### src/inc/flash_cmd_pkg.sv
// Purpose: Shared constants and types for the serial flash command front end.
// Assumes: System clock of 10 MHz samples every pin of the serial link.
// Notes: Opcodes, fixed counts and pin/event bundles live here.
package flash_cmd_pkg;
  // System clock rate in MHz.
  localparam int CLK_MHZ = 10;
  // Opcodes decoded by the front end.
  localparam logic [7:0] OP_RST_ARM = 8'h66;
  localparam logic [7:0] OP_RST_EXEC = 8'h99;
  localparam logic [7:0] OP_ID_A = 8'h9e;
  localparam logic [7:0] OP_ID_B = 8'h9f;
  localparam logic [7:0] OP_ID_MULTI = 8'haf;
  localparam logic [7:0] OP_DISC = 8'h5a;
  localparam logic [7:0] OP_GP_READ = 8'h96;
  localparam logic [7:0] OP_FLAG_READ = 8'h70;
  localparam logic [7:0] OP_OTP_READ = 8'h4b;
  localparam logic [7:0] OP_LOCK_READ = 8'he8;
  // Opcodes that need the write enable latch set beforehand.
  localparam logic [7:0] OP_OTP_PROG = 8'h42;
  localparam logic [7:0] OP_PROT_PROG = 8'h2c;
  localparam logic [7:0] OP_VLOCK_WR = 8'he5;
  localparam logic [7:0] OP_NVLOCK_WR = 8'he3;
  localparam logic [7:0] OP_NVLOCK_ERASE = 8'he4;
  localparam logic [7:0] OP_FREEZE_WR = 8'ha6;
  localparam logic [7:0] OP_PASSWORD_WR = 8'h28;
  localparam logic [7:0] OP_VLOCK4_WR = 8'he1;
  // Byte and cycle counts.
  localparam logic [7:0] OPCODE_BITS = 8'h08;
  localparam logic [2:0] ADDR_BYTES_3 = 3'h3;
  localparam logic [2:0] ADDR_BYTES_4 = 3'h4;
  localparam logic [3:0] FIXED_DUMMY = 4'h8;
  localparam logic [31:0] GP_BYTES = 32'h0000_0040;
  localparam logic [10:0] DISC_ADDR_MASK = 11'h7ff;
  localparam int FLAG_READY_BIT = 7;
  // Recovery time after a software reset, and its cycle count rounded up.
  localparam int POST_RESET_NS = 1000;
  localparam logic [15:0] POST_RESET_CYC = 16'((POST_RESET_NS * CLK_MHZ + 999) / 1000);
  // Lane count of the active protocol.
  typedef enum logic [1:0] {LANE1 = 2'h0, LANE2 = 2'h1, LANE4 = 2'h2} lane_mode_t;
  // Source of the bytes shifted out.
  typedef enum logic [2:0] {
    SRC_NONE = 3'h0, SRC_ID = 3'h1, SRC_DISC = 3'h2, SRC_GP = 3'h3, SRC_FLAG = 3'h4,
    SRC_EXT = 3'h5
  } src_t;
  // Protocol configuration from the configuration registers.
  typedef struct packed {
    lane_mode_t lanes;
    logic dtr;
    logic addr4;
    logic [3:0] dummy;
  } cfg_t;
  // Internal operation status from the array controller.
  typedef struct packed {
    logic wpe_active;
    logic suspended;
    logic sr_write;
    logic nv_write;
  } busy_t;
  // Byte fetch request toward the data sources.
  typedef struct packed {
    src_t src;
    logic [31:0] addr;
  } fetch_t;
  // One-cycle event pulses toward the rest of the device.
  typedef struct packed {
    logic reload;
    logic abort;
    logic wp_exec;
    logic wp_refused;
  } evt_t;
endpackage

### src/design/flash_cmd_front.sv
// Purpose: Command front end of a serial flash: framing, reset, identification and table reads.
// Assumes: Select, serial clock and data lanes are pins, sampled by two flip-flops each.
// Notes: Byte data comes from outside through the fetch request and fetch_data.
// Function
// - Opcode lanes follow protocol: one, two, four.
// - Width-dependent commands take four address bytes when addr4 is set, else three.
// - Configured dummy count used, not factory value.
// - General purpose register read: eight dummy cycles.
// - Beyond sixty-four register bytes, output zero.
// - Protected operations need prior write enable.
// - Reset needs arm then execute, separate selects.
// - Reset acts at select rise; host waits.
// - Reset reloads volatile settings from nonvolatile ones.
// - Reset aborts running or suspended array operation.
// - Reset done when flag bit seven reads one.
// - Arm refused during register write in progress.
// - Reset accepted in all lane and rate modes.
// - Identification opcodes shift out identification bytes.
// - Identification ignored during erase or program.
// - Select rise ends output, returns to standby.
// - Discovery read: address, then eight dummy clocks.
// - Discovery read always takes three address bytes.
// - Discovery output increments, wraps at 2048 bytes.
// - Discovery read ignores burst wrap setting.
`timescale 1ns/1ns
`default_nettype none
module flash_cmd_front (
  input wire logic clock, // System clock.
  input wire logic rst, // Synchronous reset, active high.
  input wire logic sel_n_pin, // Chip select pin, active low.
  input wire logic sck_pin, // Serial clock pin.
  input wire logic [3:0] dq_in_pin, // Data lanes, input side.
  output logic [3:0] dq_out, // Data lanes, output side.
  output logic [3:0] dq_oe, // Data lane output enables.
  input wire flash_cmd_pkg::cfg_t cfg, // Protocol configuration.
  input wire flash_cmd_pkg::busy_t busy, // Internal operation status.
  input wire logic wel, // Write enable latch.
  input wire logic [6:0] flag_low, // Low bits of the flag status.
  output flash_cmd_pkg::fetch_t fetch, // Byte fetch request.
  input wire logic [7:0] fetch_data, // Byte answering the fetch request.
  output flash_cmd_pkg::evt_t evt, // Event pulses.
  output logic [7:0] wp_opcode, // Opcode of the last protected command.
  output logic ready // Device ready after reset recovery.
);
  import flash_cmd_pkg::*;

  // Processing phase of the current select period.
  typedef enum logic [5:0] {
    ST_IDLE = 6'h01, ST_OPC = 6'h02, ST_ADDR = 6'h04, ST_DUMMY = 6'h08, ST_DATA = 6'h10,
    ST_SKIP = 6'h20
  } state_t;

  // Data bits moved per sampling edge.
  function automatic logic [2:0] lane_bits(input lane_mode_t m);
    unique case (m)
      LANE2: lane_bits = 3'h2;
      LANE4: lane_bits = 3'h4;
      default: lane_bits = 3'h1;
    endcase
  endfunction

  // Shifts the sampled lanes into the collector.
  function automatic logic [31:0] shift_in(input logic [31:0] s, input logic [3:0] d,
                                           input lane_mode_t m);
    unique case (m)
      LANE2: shift_in = {s[29:0], d[1:0]};
      LANE4: shift_in = {s[27:0], d[3:0]};
      default: shift_in = {s[30:0], d[0]};
    endcase
  endfunction

  // Places the top bits of a byte on the lanes; one lane uses the second pin.
  function automatic logic [3:0] lane_out(input logic [7:0] b, input lane_mode_t m);
    unique case (m)
      LANE2: lane_out = {2'h0, b[7:6]};
      LANE4: lane_out = b[7:4];
      default: lane_out = {2'h0, b[7], 1'b0};
    endcase
  endfunction

  // Output enables for the active lane count.
  function automatic logic [3:0] lane_oe(input lane_mode_t m);
    unique case (m)
      LANE2: lane_oe = 4'h3;
      LANE4: lane_oe = 4'hf;
      default: lane_oe = 4'h2;
    endcase
  endfunction

  // True for commands that must find the write enable latch set.
  function automatic logic needs_wel(input logic [7:0] op);
    needs_wel = (op == OP_OTP_PROG) || (op == OP_PROT_PROG) || (op == OP_VLOCK_WR) ||
                (op == OP_NVLOCK_WR) || (op == OP_NVLOCK_ERASE) || (op == OP_FREEZE_WR) ||
                (op == OP_PASSWORD_WR) || (op == OP_VLOCK4_WR);
  endfunction

  // Pin synchronisers; only the second and third stages feed logic.
  logic sel_s1, sel_s2, sel_s3; // Select stages.
  logic sck_s1, sck_s2, sck_s3; // Serial clock stages.
  logic [3:0] dq_s1, dq_s2; // Data lane stages.

  // Two flip-flops per pin, plus a third stage on select and serial clock for edge detection.
  always_ff @(posedge clock) begin
    if (rst) begin
      sel_s1 <= 1'b1;
      sel_s2 <= 1'b1;
      sel_s3 <= 1'b1;
      sck_s1 <= 1'b0;
      sck_s2 <= 1'b0;
      sck_s3 <= 1'b0;
      dq_s1 <= 4'h0;
      dq_s2 <= 4'h0;
    end else begin
      sel_s1 <= sel_n_pin;
      sel_s2 <= sel_s1;
      sel_s3 <= sel_s2;
      sck_s1 <= sck_pin;
      sck_s2 <= sck_s1;
      sck_s3 <= sck_s2;
      dq_s1 <= dq_in_pin;
      dq_s2 <= dq_s1;
    end
  end

  logic selected; // Select is low.
  logic sel_rise; // Select has just gone high.
  logic sck_rise; // Serial clock rising edge.
  logic sck_fall; // Serial clock falling edge.
  logic in_ev; // Edge on which input bits are taken.
  logic out_ev; // Edge on which output bits change.
  logic [2:0] w; // Bits per edge.
  logic [31:0] sh_nx; // Collector after this edge.
  logic [5:0] bits_nx; // Bit count after this edge.
  logic [7:0] cur_byte; // Byte at the fetch address.

  // Edge detection; double rate takes bits on both edges.
  always_comb begin
    selected = !sel_s2;
    sel_rise = sel_s2 && !sel_s3;
    sck_rise = sck_s2 && !sck_s3;
    sck_fall = !sck_s2 && sck_s3;
    in_ev = selected && (sck_rise || (cfg.dtr && sck_fall));
    out_ev = selected && (sck_fall || (cfg.dtr && sck_rise));
    w = lane_bits(cfg.lanes);
  end

  // Working state of the interpreter.
  state_t state_q, state_d; // Phase.
  logic [31:0] sh_q, sh_d; // Input collector.
  logic [5:0] bits_q, bits_d; // Bits taken in this phase.
  logic [7:0] opcode_q, opcode_d; // Opcode of this select period.
  logic opc_ok_q, opc_ok_d; // A whole opcode has arrived.
  logic [2:0] abytes_q, abytes_d; // Address bytes expected.
  logic [3:0] dummy_q, dummy_d; // Dummy clocks expected.
  logic [3:0] dcnt_q, dcnt_d; // Dummy clocks seen.
  logic [7:0] ob_q, ob_d; // Output byte remainder.
  logic [3:0] obits_q, obits_d; // Output bits left in the byte.
  logic arm_q, arm_d; // Reset arm accepted.
  logic [15:0] rcnt_q, rcnt_d; // Recovery cycles left.
  logic ready_q, ready_d; // Ready flag.
  fetch_t fetch_q, fetch_d; // Fetch request.
  evt_t evt_q, evt_d; // Event pulses.
  logic [7:0] wp_op_q, wp_op_d; // Last protected opcode.
  logic [3:0] dq_out_q, dq_out_d; // Lane values.
  logic [3:0] dq_oe_q, dq_oe_d; // Lane enables.

  // Byte source; general purpose bytes past the end read as zero.
  always_comb begin
    sh_nx = shift_in(sh_q, dq_s2, cfg.lanes);
    bits_nx = bits_q + {3'h0, w};
    if (fetch_q.src == SRC_FLAG) begin
      cur_byte = {ready_q, flag_low};
    end else if (fetch_q.src == SRC_GP && fetch_q.addr >= GP_BYTES) begin
      cur_byte = 8'h00;
    end else begin
      cur_byte = fetch_data;
    end
  end

  // Next state of the interpreter.
  always_comb begin
    state_d = state_q;
    sh_d = sh_q;
    bits_d = bits_q;
    opcode_d = opcode_q;
    opc_ok_d = opc_ok_q;
    abytes_d = abytes_q;
    dummy_d = dummy_q;
    dcnt_d = dcnt_q;
    ob_d = ob_q;
    obits_d = obits_q;
    arm_d = arm_q;
    rcnt_d = rcnt_q;
    ready_d = ready_q;
    fetch_d = fetch_q;
    evt_d = '0;
    wp_op_d = wp_op_q;
    dq_out_d = dq_out_q;
    dq_oe_d = dq_oe_q;
    // Recovery count after a reset; the device stays busy meanwhile.
    if (!ready_q) begin
      rcnt_d = rcnt_q - 16'h0001;
      if (rcnt_q <= 16'h0001) begin
        ready_d = 1'b1;
      end
    end
    if (!selected) begin
      // Deselect ends every transfer and releases the lanes.
      state_d = ST_IDLE;
      dq_oe_d = 4'h0;
      opc_ok_d = 1'b0;
      if (sel_rise && opc_ok_q) begin
        // Command closes on the select rise.
        arm_d = 1'b0;
        if (opcode_q == OP_RST_ARM) begin
          arm_d = !(busy.sr_write || busy.nv_write);
        end else if (opcode_q == OP_RST_EXEC && arm_q) begin
          evt_d.reload = 1'b1;
          evt_d.abort = busy.wpe_active || busy.suspended;
          ready_d = 1'b0;
          rcnt_d = POST_RESET_CYC;
        end else if (needs_wel(opcode_q)) begin
          wp_op_d = opcode_q;
          evt_d.wp_exec = wel;
          evt_d.wp_refused = !wel;
        end
      end
    end else begin
      unique case (state_q)
        ST_IDLE: begin
          // New select period; busy recovery ignores it.
          state_d = ready_q ? ST_OPC : ST_SKIP;
          bits_d = 6'h00;
          dcnt_d = 4'h0;
          obits_d = 4'h0;
          fetch_d.src = SRC_NONE;
          fetch_d.addr = 32'h0;
        end
        ST_OPC: begin
          // Opcode arrives on the protocol's lanes.
          if (in_ev) begin
            sh_d = sh_nx;
            bits_d = bits_nx;
            if ({2'h0, bits_nx} == OPCODE_BITS) begin
              opcode_d = sh_nx[7:0];
              opc_ok_d = 1'b1;
              bits_d = 6'h00;
              state_d = ST_SKIP;
              if (sh_nx[7:0] == OP_ID_A || sh_nx[7:0] == OP_ID_B ||
                  sh_nx[7:0] == OP_ID_MULTI) begin
                if (!busy.wpe_active) begin
                  state_d = ST_DATA;
                  fetch_d.src = SRC_ID;
                end
                // Otherwise the command is skipped.
              end else if (sh_nx[7:0] == OP_DISC) begin
                state_d = ST_ADDR;
                abytes_d = ADDR_BYTES_3;
                dummy_d = FIXED_DUMMY;
                fetch_d.src = SRC_DISC;
              end else if (sh_nx[7:0] == OP_GP_READ) begin
                state_d = ST_DUMMY;
                dummy_d = FIXED_DUMMY;
                fetch_d.src = SRC_GP;
              end else if (sh_nx[7:0] == OP_FLAG_READ) begin
                state_d = ST_DATA;
                fetch_d.src = SRC_FLAG;
              end else if (sh_nx[7:0] == OP_OTP_READ || sh_nx[7:0] == OP_LOCK_READ) begin
                state_d = ST_ADDR;
                abytes_d = cfg.addr4 ? ADDR_BYTES_4 : ADDR_BYTES_3;
                dummy_d = (sh_nx[7:0] == OP_OTP_READ) ? cfg.dummy : 4'h0;
                fetch_d.src = SRC_EXT;
              end
            end
          end
        end
        ST_ADDR: begin
          // Address bytes, most significant first.
          if (in_ev) begin
            sh_d = sh_nx;
            bits_d = bits_nx;
            if (bits_nx == {abytes_q, 3'h0}) begin
              if (fetch_q.src == SRC_DISC) begin
                fetch_d.addr = {21'h0, sh_nx[10:0] & DISC_ADDR_MASK};
              end else if (abytes_q == ADDR_BYTES_4) begin
                fetch_d.addr = sh_nx;
              end else begin
                fetch_d.addr = {8'h00, sh_nx[23:0]};
              end
              state_d = (dummy_q == 4'h0) ? ST_DATA : ST_DUMMY;
            end
          end
        end
        ST_DUMMY: begin
          // Dummy clocks count rising edges only.
          if (sck_rise) begin
            dcnt_d = dcnt_q + 4'h1;
            if (dcnt_q + 4'h1 == dummy_q) begin
              state_d = ST_DATA;
            end
          end
        end
        ST_DATA: begin
          // Bytes shift out most significant bit first.
          if (out_ev) begin
            dq_oe_d = lane_oe(cfg.lanes);
            if (obits_q == 4'h0) begin
              dq_out_d = lane_out(cur_byte, cfg.lanes);
              ob_d = cur_byte << w;
              obits_d = 4'h8 - {1'b0, w};
              if (fetch_q.src == SRC_DISC) begin
                fetch_d.addr = {21'h0, fetch_q.addr[10:0] + 11'h001};
              end else if (fetch_q.src != SRC_GP || fetch_q.addr < GP_BYTES) begin
                fetch_d.addr = fetch_q.addr + 32'h1;
              end
            end else begin
              dq_out_d = lane_out(ob_q, cfg.lanes);
              ob_d = ob_q << w;
              obits_d = obits_q - {1'b0, w};
            end
          end
        end
        ST_SKIP: begin
          // Further clocks are ignored until deselect.
          state_d = ST_SKIP;
        end
      endcase
    end
  end

  // Registers of the interpreter.
  always_ff @(posedge clock) begin
    if (rst) begin
      state_q <= ST_IDLE;
      sh_q <= 32'h0;
      bits_q <= 6'h00;
      opcode_q <= 8'h00;
      opc_ok_q <= 1'b0;
      abytes_q <= 3'h0;
      dummy_q <= 4'h0;
      dcnt_q <= 4'h0;
      ob_q <= 8'h00;
      obits_q <= 4'h0;
      arm_q <= 1'b0;
      rcnt_q <= 16'h0000;
      ready_q <= 1'b1;
      fetch_q <= '0;
      evt_q <= '0;
      wp_op_q <= 8'h00;
      dq_out_q <= 4'h0;
      dq_oe_q <= 4'h0;
    end else begin
      state_q <= state_d;
      sh_q <= sh_d;
      bits_q <= bits_d;
      opcode_q <= opcode_d;
      opc_ok_q <= opc_ok_d;
      abytes_q <= abytes_d;
      dummy_q <= dummy_d;
      dcnt_q <= dcnt_d;
      ob_q <= ob_d;
      obits_q <= obits_d;
      arm_q <= arm_d;
      rcnt_q <= rcnt_d;
      ready_q <= ready_d;
      fetch_q <= fetch_d;
      evt_q <= evt_d;
      wp_op_q <= wp_op_d;
      dq_out_q <= dq_out_d;
      dq_oe_q <= dq_oe_d;
    end
  end

  // Outputs come straight from flip-flops.
  assign dq_out = dq_out_q;
  assign dq_oe = dq_oe_q;
  assign fetch = fetch_q;
  assign evt = evt_q;
  assign wp_opcode = wp_op_q;
  assign ready = ready_q;
endmodule
`default_nettype wire

### config.mk
export PLATFORM = sky130hd
export DESIGN_NAME = flash_cmd_front
export DESIGN_NICKNAME = d
export VERILOG_FILES = /design/src/inc/flash_cmd_pkg.sv /design/src/design/flash_cmd_front.sv
export SDC_FILE = /design/constraint.sdc
export NUM_CORES = 1
export LEC_CHECK = 0
export ABC_AREA = 0
export BUFFER_PORTS_ARGS = -buffer_cell sky130_fd_sc_hd__buf_2
export CORE_ASPECT_RATIO = 1.2
export CORE_MARGIN = 5
export CORE_UTILIZATION = 60
export DETAILED_ROUTE_END_ITERATION = 6
export GPL_TIMING_DRIVEN = 0
export PLACE_DENSITY = 0.86
export SKIP_CTS_REPAIR_TIMING = 1
export SYNTH_ARGS = -nofsm -noshare
export SYNTH_HDL_FRONTEND = slang
export SYNTH_SLANG_ARGS = --single-unit
export TNS_END_PERCENT = 50
### constraint.sdc
create_clock -name clock -period 4.85 [get_ports clock]
set_input_delay 0.2425 -clock clock [delete_from_list [all_inputs] [get_ports clock]]
set_output_delay 0.2425 -clock clock [all_outputs]
set_load 0.1 [all_outputs]
==> results of run 1 <==
-- per-layer routing --
metal	track usage [%]	wire length, µm	part of all wire [%]
met1	38.4	11000	38
met2	53.5	13900	48
met3	6.57	2570	8.8
met4	20.9	1720	5.9
met5	0	0	0
-- registers in the layout, summed over array words and instances, names as in the netlist, 2 cells and up --
| signal | cells |
|---|---|
| dq_out | 4 |
| dummy_q | 4 |
| abytes_q | 2 |
| fetch | 35 |
| wp_opcode | 8 |
| ob_q | 8 |
| evt | 4 |
| bits_q | 6 |
| obits_q | 4 |
| opcode_q | 8 |
| dq_s2 | 4 |
| dq_s1 | 4 |
| sh_q | 31 |
| state_q | 6 |
| dq_oe | 3 |
| rcnt_q | 16 |
| dcnt_q | 4 |
-- final cells by class --
type	count	area share (%)
inverters	22	0.785
plain buffers	86	3.59
clock buffers	18	4.18
repair buffers	91	4.33
clock inverters	14	1.50
flip-flops and latches	160	30.5
multi-input cells	914	52.7
well taps	204	2.43
-- stage by stage --
step           utilization [%]  hold slack, ns  total power, mW  instance area [µm²]
3_5_place_dp              66.0           0.403             1.57                 9920
3_3_place_gp              66.0           0.396             1.57                 9920
4_1_cts                   70.0         -0.0275             2.91                10500
6_report                  70.0         -0.0220             2.92                10500
2_1_floorplan                -           0.319             1.49                 9210
5_1_grt                   70.0        0.000925             2.98                10500
-- cell usage after synthesis, drive strengths merged, types with 13 or more instances --
library cell / count
xnor2: 27
nand3b: 14
dfxtp: 160
inv: 21
mux2i: 26
o21ai: 35
nand2: 96
nor3: 28
ha: 14
nand4: 16
o22ai: 14
xor2: 14
o211ai: 18
nor4: 21
a22oi: 32
and3: 13
nor2b: 24
clkbuf: 59
nand2b: 15
o31ai: 14
buf: 27
nand3: 34
a21oi: 123
nor2: 179
-- logic make-up (layout without fill, tap and decap cells) --
family,after synthesis,in the layout,synth area share [%]
multiplexers,28,28,3.07
XOR/XNOR,42,42,4.16
adder cells (fa/ha/maj),16,16,2.34
AO/OA/AOI/OAI,334,334,24.2
AND/OR/NAND/NOR,494,494,26.4
buffers and inverters,108,231,5.00
flip-flops,160,160,34.8
-- power by group through the flow --
stage / clock [mW] / sequential (mW) / combinational (mW)
detailed placement: 0 / 1.35 / 0.220
floorplan: 0 / 1.35 / 0.141
CTS: 1.36 / 1.32 / 0.222
finish: 1.36 / 1.32 / 0.230
global placement: 0 / 1.35 / 0.218
global route: 1.42 / 1.32 / 0.245
-- worst min path at each step --
stage / from / endpoint / slack [ns]
after floorplan: wel / evt[0] / 0.32
after global placement: sel_s1 / sel_s2 / 0.40
after detailed placement: sel_s1 / sel_s2 / 0.40
after CTS: wel / evt[0] / -0.03
after global routing: wel / evt[0] / 0.0009
final: wel / evt[0] / -0.02
==> results.toml, run 1 <==
[timing]
finalHoldViolations = 2
fin_ws_ns = 1.24
max_freq_ghz = 0.277
slew_headroom_pct = 30.4
timing.setup.tns_ns = 0
hold_slack_ns = -0.0220
setup_viol = 0
finalClockSkew_ns = 0.00813
rsz0062_at_grt = "no"
worstMarginPinSlew_ns = 1.03
min_period_ns = 3.61
post-route-period-util_pct = 74.4
slew_viol_final = 0

[power_and_ir_drop]
switching_power_mw = 0.751
p_comb_share_pct = 7.9
p_leak_nw = 3.98
seqPwrFrac_pct = 45.4
swShare_pct = 25.8
ir_drop_uv = 241
p_per_area_nw_per_um2 = 277
p_int_mw = 2.16
clkPwrFrac_pct = 46.7

[drt]
drt-total-wl_mm = 29.1
ant_nets = 0
drt_iter0_markers = 1006
routed_via_density = 6.50
vias = 9809
remaining_drc_errors = 0
drt-wirelength-per-cell_um = 19.3
firstDrtPassIters = 7

[yosys]
ys.flop_type = "dfxtp_1"
synth.area.top_cells = "dfxtp_1 (35%), nor2_1 (7.3%), a21oi_1 (6.6%)"
synth_top_area_share_pct = 34.8
syn-cell-area_um2 = 9210
seq_area_frac_synth_pct = 34.8
ys_ff_latch = 160
yosysWarningCount = 0
synth_nets = 1234
synth_edf_count = 0
synth_area_per_cell_um2 = 7.79
ys_types = 80
synthCells = 1182
synth_top_area_cell = "dfxtp_1"
async_flop_share_pct = 0

[run]
max_cap_violations = 0

[final_layout]
fillers = 1235
finalNetCount = 1344
fin_cells = 1509
antenna_cells = 0
ff_latch_area_um2 = 3200
syn_to_final_growth_pct = 14.2
mostFrequentLayoutCells = "nor2_1 (179), dfxtp_1 (160), a21oi_1 (121), buf_2 (99), nand2_1 (96)"
drive_gt1_share_pct = 12.6
multi_input_area_um2 = 5550
final_common_cell = "nor2_1"

[setup_path]
crit_arrival_ns = 3.90
crit_fanout = 10
crit_family = "compound AO/OA/AOI/OAI gates"
required_ns = 5.14
worst-path-stages = 14
startpoint = "cfg[6]"
crit_path_end = "fetch[29]"
critPathMaxStageDelay_ns = 0.53
r2r_slack_ns = 1.35
critPathBufInv = 4
r2r-start = "bits_q[0]"
reg2regPathDepth = 11
critPathLaunchType = "primary input"
worst_setup_path_end_kind = "flip-flop"
worstReg2RegEnd = "fetch[29]"
worstSetupPathType = "primary input to flip-flop"
worstPathCellList = "buf_2 > inv_1 > ha_1 > ha_1 > fa_1 > nor2b_1 > o211a_1 > o211ai_1 > or4b_1 > a311o_1 > buf_6 > buf_6 > a211oi_1 > nor3_1"
cp_slowest_cell = "or4b_1"

[clock_tree]
cts_buffer_depth = 2
clock-sinks = 160
ctsHtreeMaxLevel = 4
clock_latency_ns = 0.44
cts_tree = "yes"
numCtsBuffers = 17
cts-root-buf = "clkbuf_16"
clk_pin_slew_ns = 0.07

[place]
place_ws_ns = 0.871
place_inst = 1477
numPortBuffers = 91
hpwl_mm = 21.4
place.gp.congestion = 1.01

[grt]
antenna_found_initial = 0
grt_pass1_vias = 9557
grt_usage_pct = 32.6
grt_pass1_wl_mm = 47.3
grt_max_degree = 17
grt.overflow.total = 0

[hold_path]
min_path_type = "primary input to flip-flop"
min_path_cells = 2

[die]
start_util_pct = 61.3
die_h_um = 146
dieArea_um2 = 17900
std_cell_rows = 49
ios = 92
die_x_um = 123
core-area_um2 = 15000

[outcome]
failed_checks = "negative hold slack"
status = "complete, but fails checks"
Note: power is estimated with default switching activity, not from simulation.
==> run 2, diff against run 1 <==
- ABC_AREA: 0 -> 1
- clock period: 4.85 -> 3.75 ns (I/O delays scaled with it)
==> run 2 against run 1 <==
The flow now finishes without violations. Cell count is 15% higher. Clock power is 27% higher. Largest power group is now sequential cells. Register-to-register slack worse by 0.23 ns. Via count is 0.49% higher. Global-route usage is 2.2 points lower.
==> results.toml, run 2 <==
[outcome]
status = "finished, final reports clean"

[setup_path]
required_ns = 4.14
worstSetupPathType = "flip-flop to flip-flop"
critPathLaunchType = "flip-flop"
critPathMaxStageDelay_ns = 0.55
critPathBufInv = 3
worst_setup_path_end_kind = "flip-flop"
crit_arrival_ns = 3.02
worstPathCellList = "nor2_2 > nand4_1 > inv_2 > buf_1 > nor2_1 > o21ai_0 > o211ai_1 > inv_1"
crit_fanout = 10
crit_family = "buffers and inverters"
cp_slowest_cell = "buf_1"

[clock_tree]
cts_buffer_depth = 2
ctsHtreeMaxLevel = 4
cts_tree = "yes"
clock_latency_ns = 0.44
clk_pin_slew_ns = 0.06
cts-root-buf = "clkbuf_16"
clock-sinks = 160
numCtsBuffers = 17

[timing]
slew_viol_final = 0
finalHoldViolations = 0
finalClockSkew_ns = 0.00652
setup_viol = 0
worstMarginPinSlew_ns = 0.832
hold_slack_ns = 0.0156
min_period_ns = 2.63
fin_ws_ns = 1.12
post-route-period-util_pct = 70.2
slew_headroom_pct = 44.0
max_freq_ghz = 0.380
timing.setup.tns_ns = 0
rsz0062_at_grt = "no"

[yosys]
seq_area_frac_synth_pct = 34.9
synthCells = 1400
ys.flop_type = "dfxtp_1"
synth.area.top_cells = "dfxtp_1 (35%), nand2_1 (11%), nor2_1 (8.3%)"
syn-cell-area_um2 = 9180
yosysMostFrequentCell = "nand2_1"
synth_top_area_share_pct = 34.9
synth_top_area_cell = "dfxtp_1"
synth_edf_count = 0
ys_types = 55
synthTopCellsByCount = "nand2_1 (278), nor2_1 (203), inv_1 (177)"
yosysWarningCount = 0
synth_area_per_cell_um2 = 6.55
synth_nets = 1452
async_flop_share_pct = 0
ys_ff_latch = 160

[grt]
grt_pass1_wl_mm = 43.8
grt_pass1_vias = 9163
grt_max_degree = 17
grt_usage_pct = 30.4
grt.overflow.total = 0
antenna_found_initial = 0

[final_layout]
mostFrequentLayoutCells = "nand2_1 (278), nor2_1 (203), inv_1 (177), dfxtp_1 (160), o21ai_0 (107)"
fin_util_pct = 70.1
final_common_cell = "nand2_1"
fin_cells = 1732
antenna_cells = 0
postLayoutCellArea_um2 = 10500
drive_gt1_share_pct = 12.0
syn_to_final_growth_pct = 14.8
largest_reg_flops = 35
finalNetCount = 1568

[place]
placedInstanceArea_um2 = 9880
place_ws_ns = 0.773
place_inst = 1694
place.gp.congestion = 0.977
hpwl_mm = 20.2
numPortBuffers = 90

[power_and_ir_drop]
power.total_mw = 3.95
p_leak_nw = 4.50
ir_drop_uv = 266
p_per_area_nw_per_um2 = 375

[die]
die_x_um = 123
ios = 92
std_cell_rows = 49
dieArea_um2 = 17900
core-area_um2 = 15000
start_util_pct = 61.1
die_h_um = 145

[drt]
remaining_drc_errors = 0
drt-total-wl_mm = 27.1
routed_via_density = 5.69
firstDrtPassIters = 6
drt-wirelength-per-cell_um = 15.7
drt_iter0_markers = 1035
vias = 9857
ant_nets = 0

[run]
max_cap_violations = 0

[hold_path]
min_path_type = "primary input to flip-flop"
run 2: cell types whose count changed after synthesis, moves of 26 or more:
cell     change
nand2_1    +182
a22oi_1     -32
nand3_1     +45
mux2i_1     -26
o21ai_0     +74
inv_1      +156
run 2: power by group:
part,internal (mW),leakage (nW),switching (mW)
Sequential,1.72,1.29,0.0222
Combinational,0.127,2.94,0.352
Clock,1.03,0.274,0.701
Total,2.88,4.50,1.07
run 2: worst reg2reg max path, cell delays in order (launching register included):
cell      delay, ns
dfxtp_1        0.35
nor2_2         0.15
nand4_1        0.51
inv_2          0.42
buf_1          0.55
nor2_1         0.21
o21ai_0        0.20
o211ai_1       0.11
inv_1          0.08
run 2: kinds of logic (layout without fill, tap and decap cells):
group           after synthesis  after routing  synth area share [%]
fa+ha+maj                    16             16                  2.35
compound gates              289            289                  18.4
xor+xnor                     21             21                  2.24
buf+inv                     245            373                  10.5
simple gates                669            669                  31.6
flops                       160            160                  34.9
run 2: path summary, 6_finish.rpt:
| check | start | end | slack (ns) | cells after the start |
|---|---|---|---|---|
| max | state_q[5] | bits_q[3] | 1.12 | 8 |
| min | busy[1] | arm_q | 0.02 | 4 |
| max reg2reg | state_q[5] | bits_q[3] | 1.12 | 8 |
| min reg2reg | sck_s1 | sck_s2 | 0.41 | 2 |
run 2: per-layer routing:
layer / track usage, % / up-vias / share of wire, %
met4: 13.4 / 0 / 4.2
met2: 50.2 / 469 / 47
met3: 5.64 / 89 / 8.1
met1: 38.3 / 4456 / 40
li1: - / 4843 / -
met5: 0 / - / 0
run 2: area by class of cell:
class	instances	area (µm²)
multi-input cells	995	5010
repair buffers	97	520
inverters	187	702
well taps	204	255
plain buffers	58	263
fillers	1309	4490
clock inverters	9	109
flip-flops and latches	160	3200
clock buffers	22	474
==> run 3, diff against run 2 <==
- CORE_UTILIZATION: 60 -> 54
- PLACE_DENSITY: 0.86 -> 0.82
- clock period: 3.75 -> 2.24 ns (I/O delays scaled with it)
==> run 3 against run 2 <==
The run now ends with negative setup slack left. Combinational power is 83% higher. Critical endpoint is now fetch[14]. Via count up 2.5%. Fmax is 11% higher. First-iteration DRC count shrank 12%. Register-to-register slack got worse by 1.2 ns. Clock power grew 62%.
==> results.toml, run 3 (same netlist as run 2, synthesis figures left out) <==
[outcome]
failed_checks = "negative setup slack"
status = "complete, but fails checks"

[die]
dieArea_um2 = 19700
die_x_um = 129
core-area_um2 = 16800
die_h_um = 153
start_util_pct = 54.7
ios = 92
std_cell_rows = 52

[final_layout]
syn_to_final_growth_pct = 22.7
ff_latch_area_um2 = 3250
antenna_cells = 0
finalNetCount = 1594
largest_reg_flops = 35
mostFrequentLayoutCells = "nand2_1 (261), nor2_1 (188), inv_1 (171), dfxtp_1 (123), buf_2 (95)"
drive_gt1_share_pct = 21.0
final_common_cell = "nand2_1"
multi_input_area_um2 = 5400
fillers = 1451

[timing]
finalHoldViolations = 0
fin_ws_ns = -0.125
timing.setup.tns_ns = -1.50
rsz0062_at_grt = "yes"
post-route-period-util_pct = 106
setup_viol = 27
max_freq_ghz = 0.423
worstMarginPinSlew_ns = 0.954
finalClockSkew_ns = 0.00803
slew_headroom_pct = 36.4
min_period_ns = 2.36
slew_viol_final = 0

[setup_path]
crit_path_end = "fetch[14]"
worstSetupPathType = "flip-flop to flip-flop"
r2r-start = "bits_q[0]"
crit_arrival_ns = 2.65
startpoint = "bits_q[0]"
crit_fanout = 6
required_ns = 2.52
worstReg2RegEnd = "fetch[14]"
worst_setup_path_end_kind = "flip-flop"
critPathLaunchType = "flip-flop"
reg2regPathDepth = 13
r2r_slack_ns = -0.12

[drt]
remaining_drc_errors = 0
ant_nets = 0
firstDrtPassIters = 5
drt_iter0_markers = 907
routed_via_density = 5.71
vias = 10105
drt-total-wl_mm = 28.7
drt-wirelength-per-cell_um = 16.2

[clock_tree]
cts_tree = "yes"
cts-root-buf = "clkbuf_16"
clock-sinks = 160
clock_latency_ns = 0.44
numCtsBuffers = 17
cts_buffer_depth = 2
ctsHtreeMaxLevel = 4
clk_pin_slew_ns = 0.06

[place]
numPortBuffers = 90
hpwl_mm = 20.5
place_ws_ns = -0.456
place.gp.congestion = 0.970

[grt]
grt_usage_pct = 27.1
grt_max_degree = 17
antenna_found_initial = 0
grt.overflow.total = 0
grt_pass1_vias = 9022
grt_pass1_wl_mm = 43.4

[power_and_ir_drop]
p_int_mw = 4.75
swShare_pct = 28.2
p_comb_share_pct = 13.3
p_leak_nw = 4.74
ir_drop_uv = 514
p_per_area_nw_per_um2 = 587
seqPwrFrac_pct = 44.3
switching_power_mw = 1.86
clkPwrFrac_pct = 42.4

[hold_path]
min_path_type = "primary input to flip-flop"

[run]
max_cap_violations = 0
run 3: cell types whose count changed in the layout (fill, tap and decap cells not counted), sizes merged:
| cell | delta |
|---|---|
| buf | +19 |
| dlygate4sd3 | +5 |
| clkinv | +3 |
| clkbuf | +2 |
| bufinv | -1 |
| clkinvlp | -1 |
run 3: per-stage QoR:
stage / power [mW] / cell area (µm²) / cells / hold WS, ns / utilization [%]
floorplan: 3.55 / 9240 / 1400 / 0.184 / -
detailed placement: 3.77 / 9960 / 1706 / 0.290 / 59.3
finish: 6.61 / 11300 / 1771 / 0.0207 / 67.1
global placement: 3.76 / 9960 / 1706 / 0.283 / 59.3
CTS: 6.53 / 10500 / 1738 / -0.166 / 62.7
global route: 6.82 / 11300 / 1771 / 0.0166 / 67.1
run 3: routing by layer:
metal	part of all wire (%)	vias to the layer above	track usage, %	wire, µm
li1	-	4894	-	-
met1	39	4568	34.3	11300
met2	47	520	44.0	13400
met3	8.4	123	4.59	2420
met4	5.6	0	13.6	1600
met5	0	-	0	0
run 3: worst min path at each step:
stage / slack, ns / startpoint / depth (start not counted) / end
after global placement: 0.28 / wel / 2 / evt[0]
after detailed placement: 0.29 / wel / 2 / evt[0]
after CTS: -0.17 / wel / 2 / evt[0]
final: 0.02 / busy[3] / 3 / evt[2]
after floorplan: 0.18 / wel / 1 / evt[0]
after global routing: 0.02 / busy[3] / 3 / evt[2]
run 3: area by class of cell:
type | count | share of cell area, %
Sequential cell | 160 | 28.9
Clock buffer | 22 | 4.21
Clock inverter | 10 | 0.767
Inverter | 187 | 6.28
Tap cell | 216 | 2.40
Multi-Input combinational cell | 995 | 48.0
Buffer | 58 | 2.78
Timing Repair Buffer | 123 | 6.67
run 3: worst max-delay path: stages (launching register included):
cell     delay [ns]
dfxtp_2        0.33
ha_4           0.16
fa_2           0.37
nand2_4        0.09
a21oi_4        0.07
xor2_2         0.17
o21ai_2        0.07
nand3_2        0.12
o21ai_4        0.25
nand2_4        0.15
buf_8          0.17
buf_8          0.14
nand2_2        0.06
a21oi_2        0.05
run 3: power by group through the flow:
stage                     sequential [mW]  combinational, mW  clock [mW]
after floorplan                      3.13              0.426           0
after global placement               2.99              0.770           0
after detailed placement             2.99              0.778           0
after CTS                            2.92              0.783        2.82
after global routing                 2.93              0.946        2.95
final                                2.93              0.878        2.80
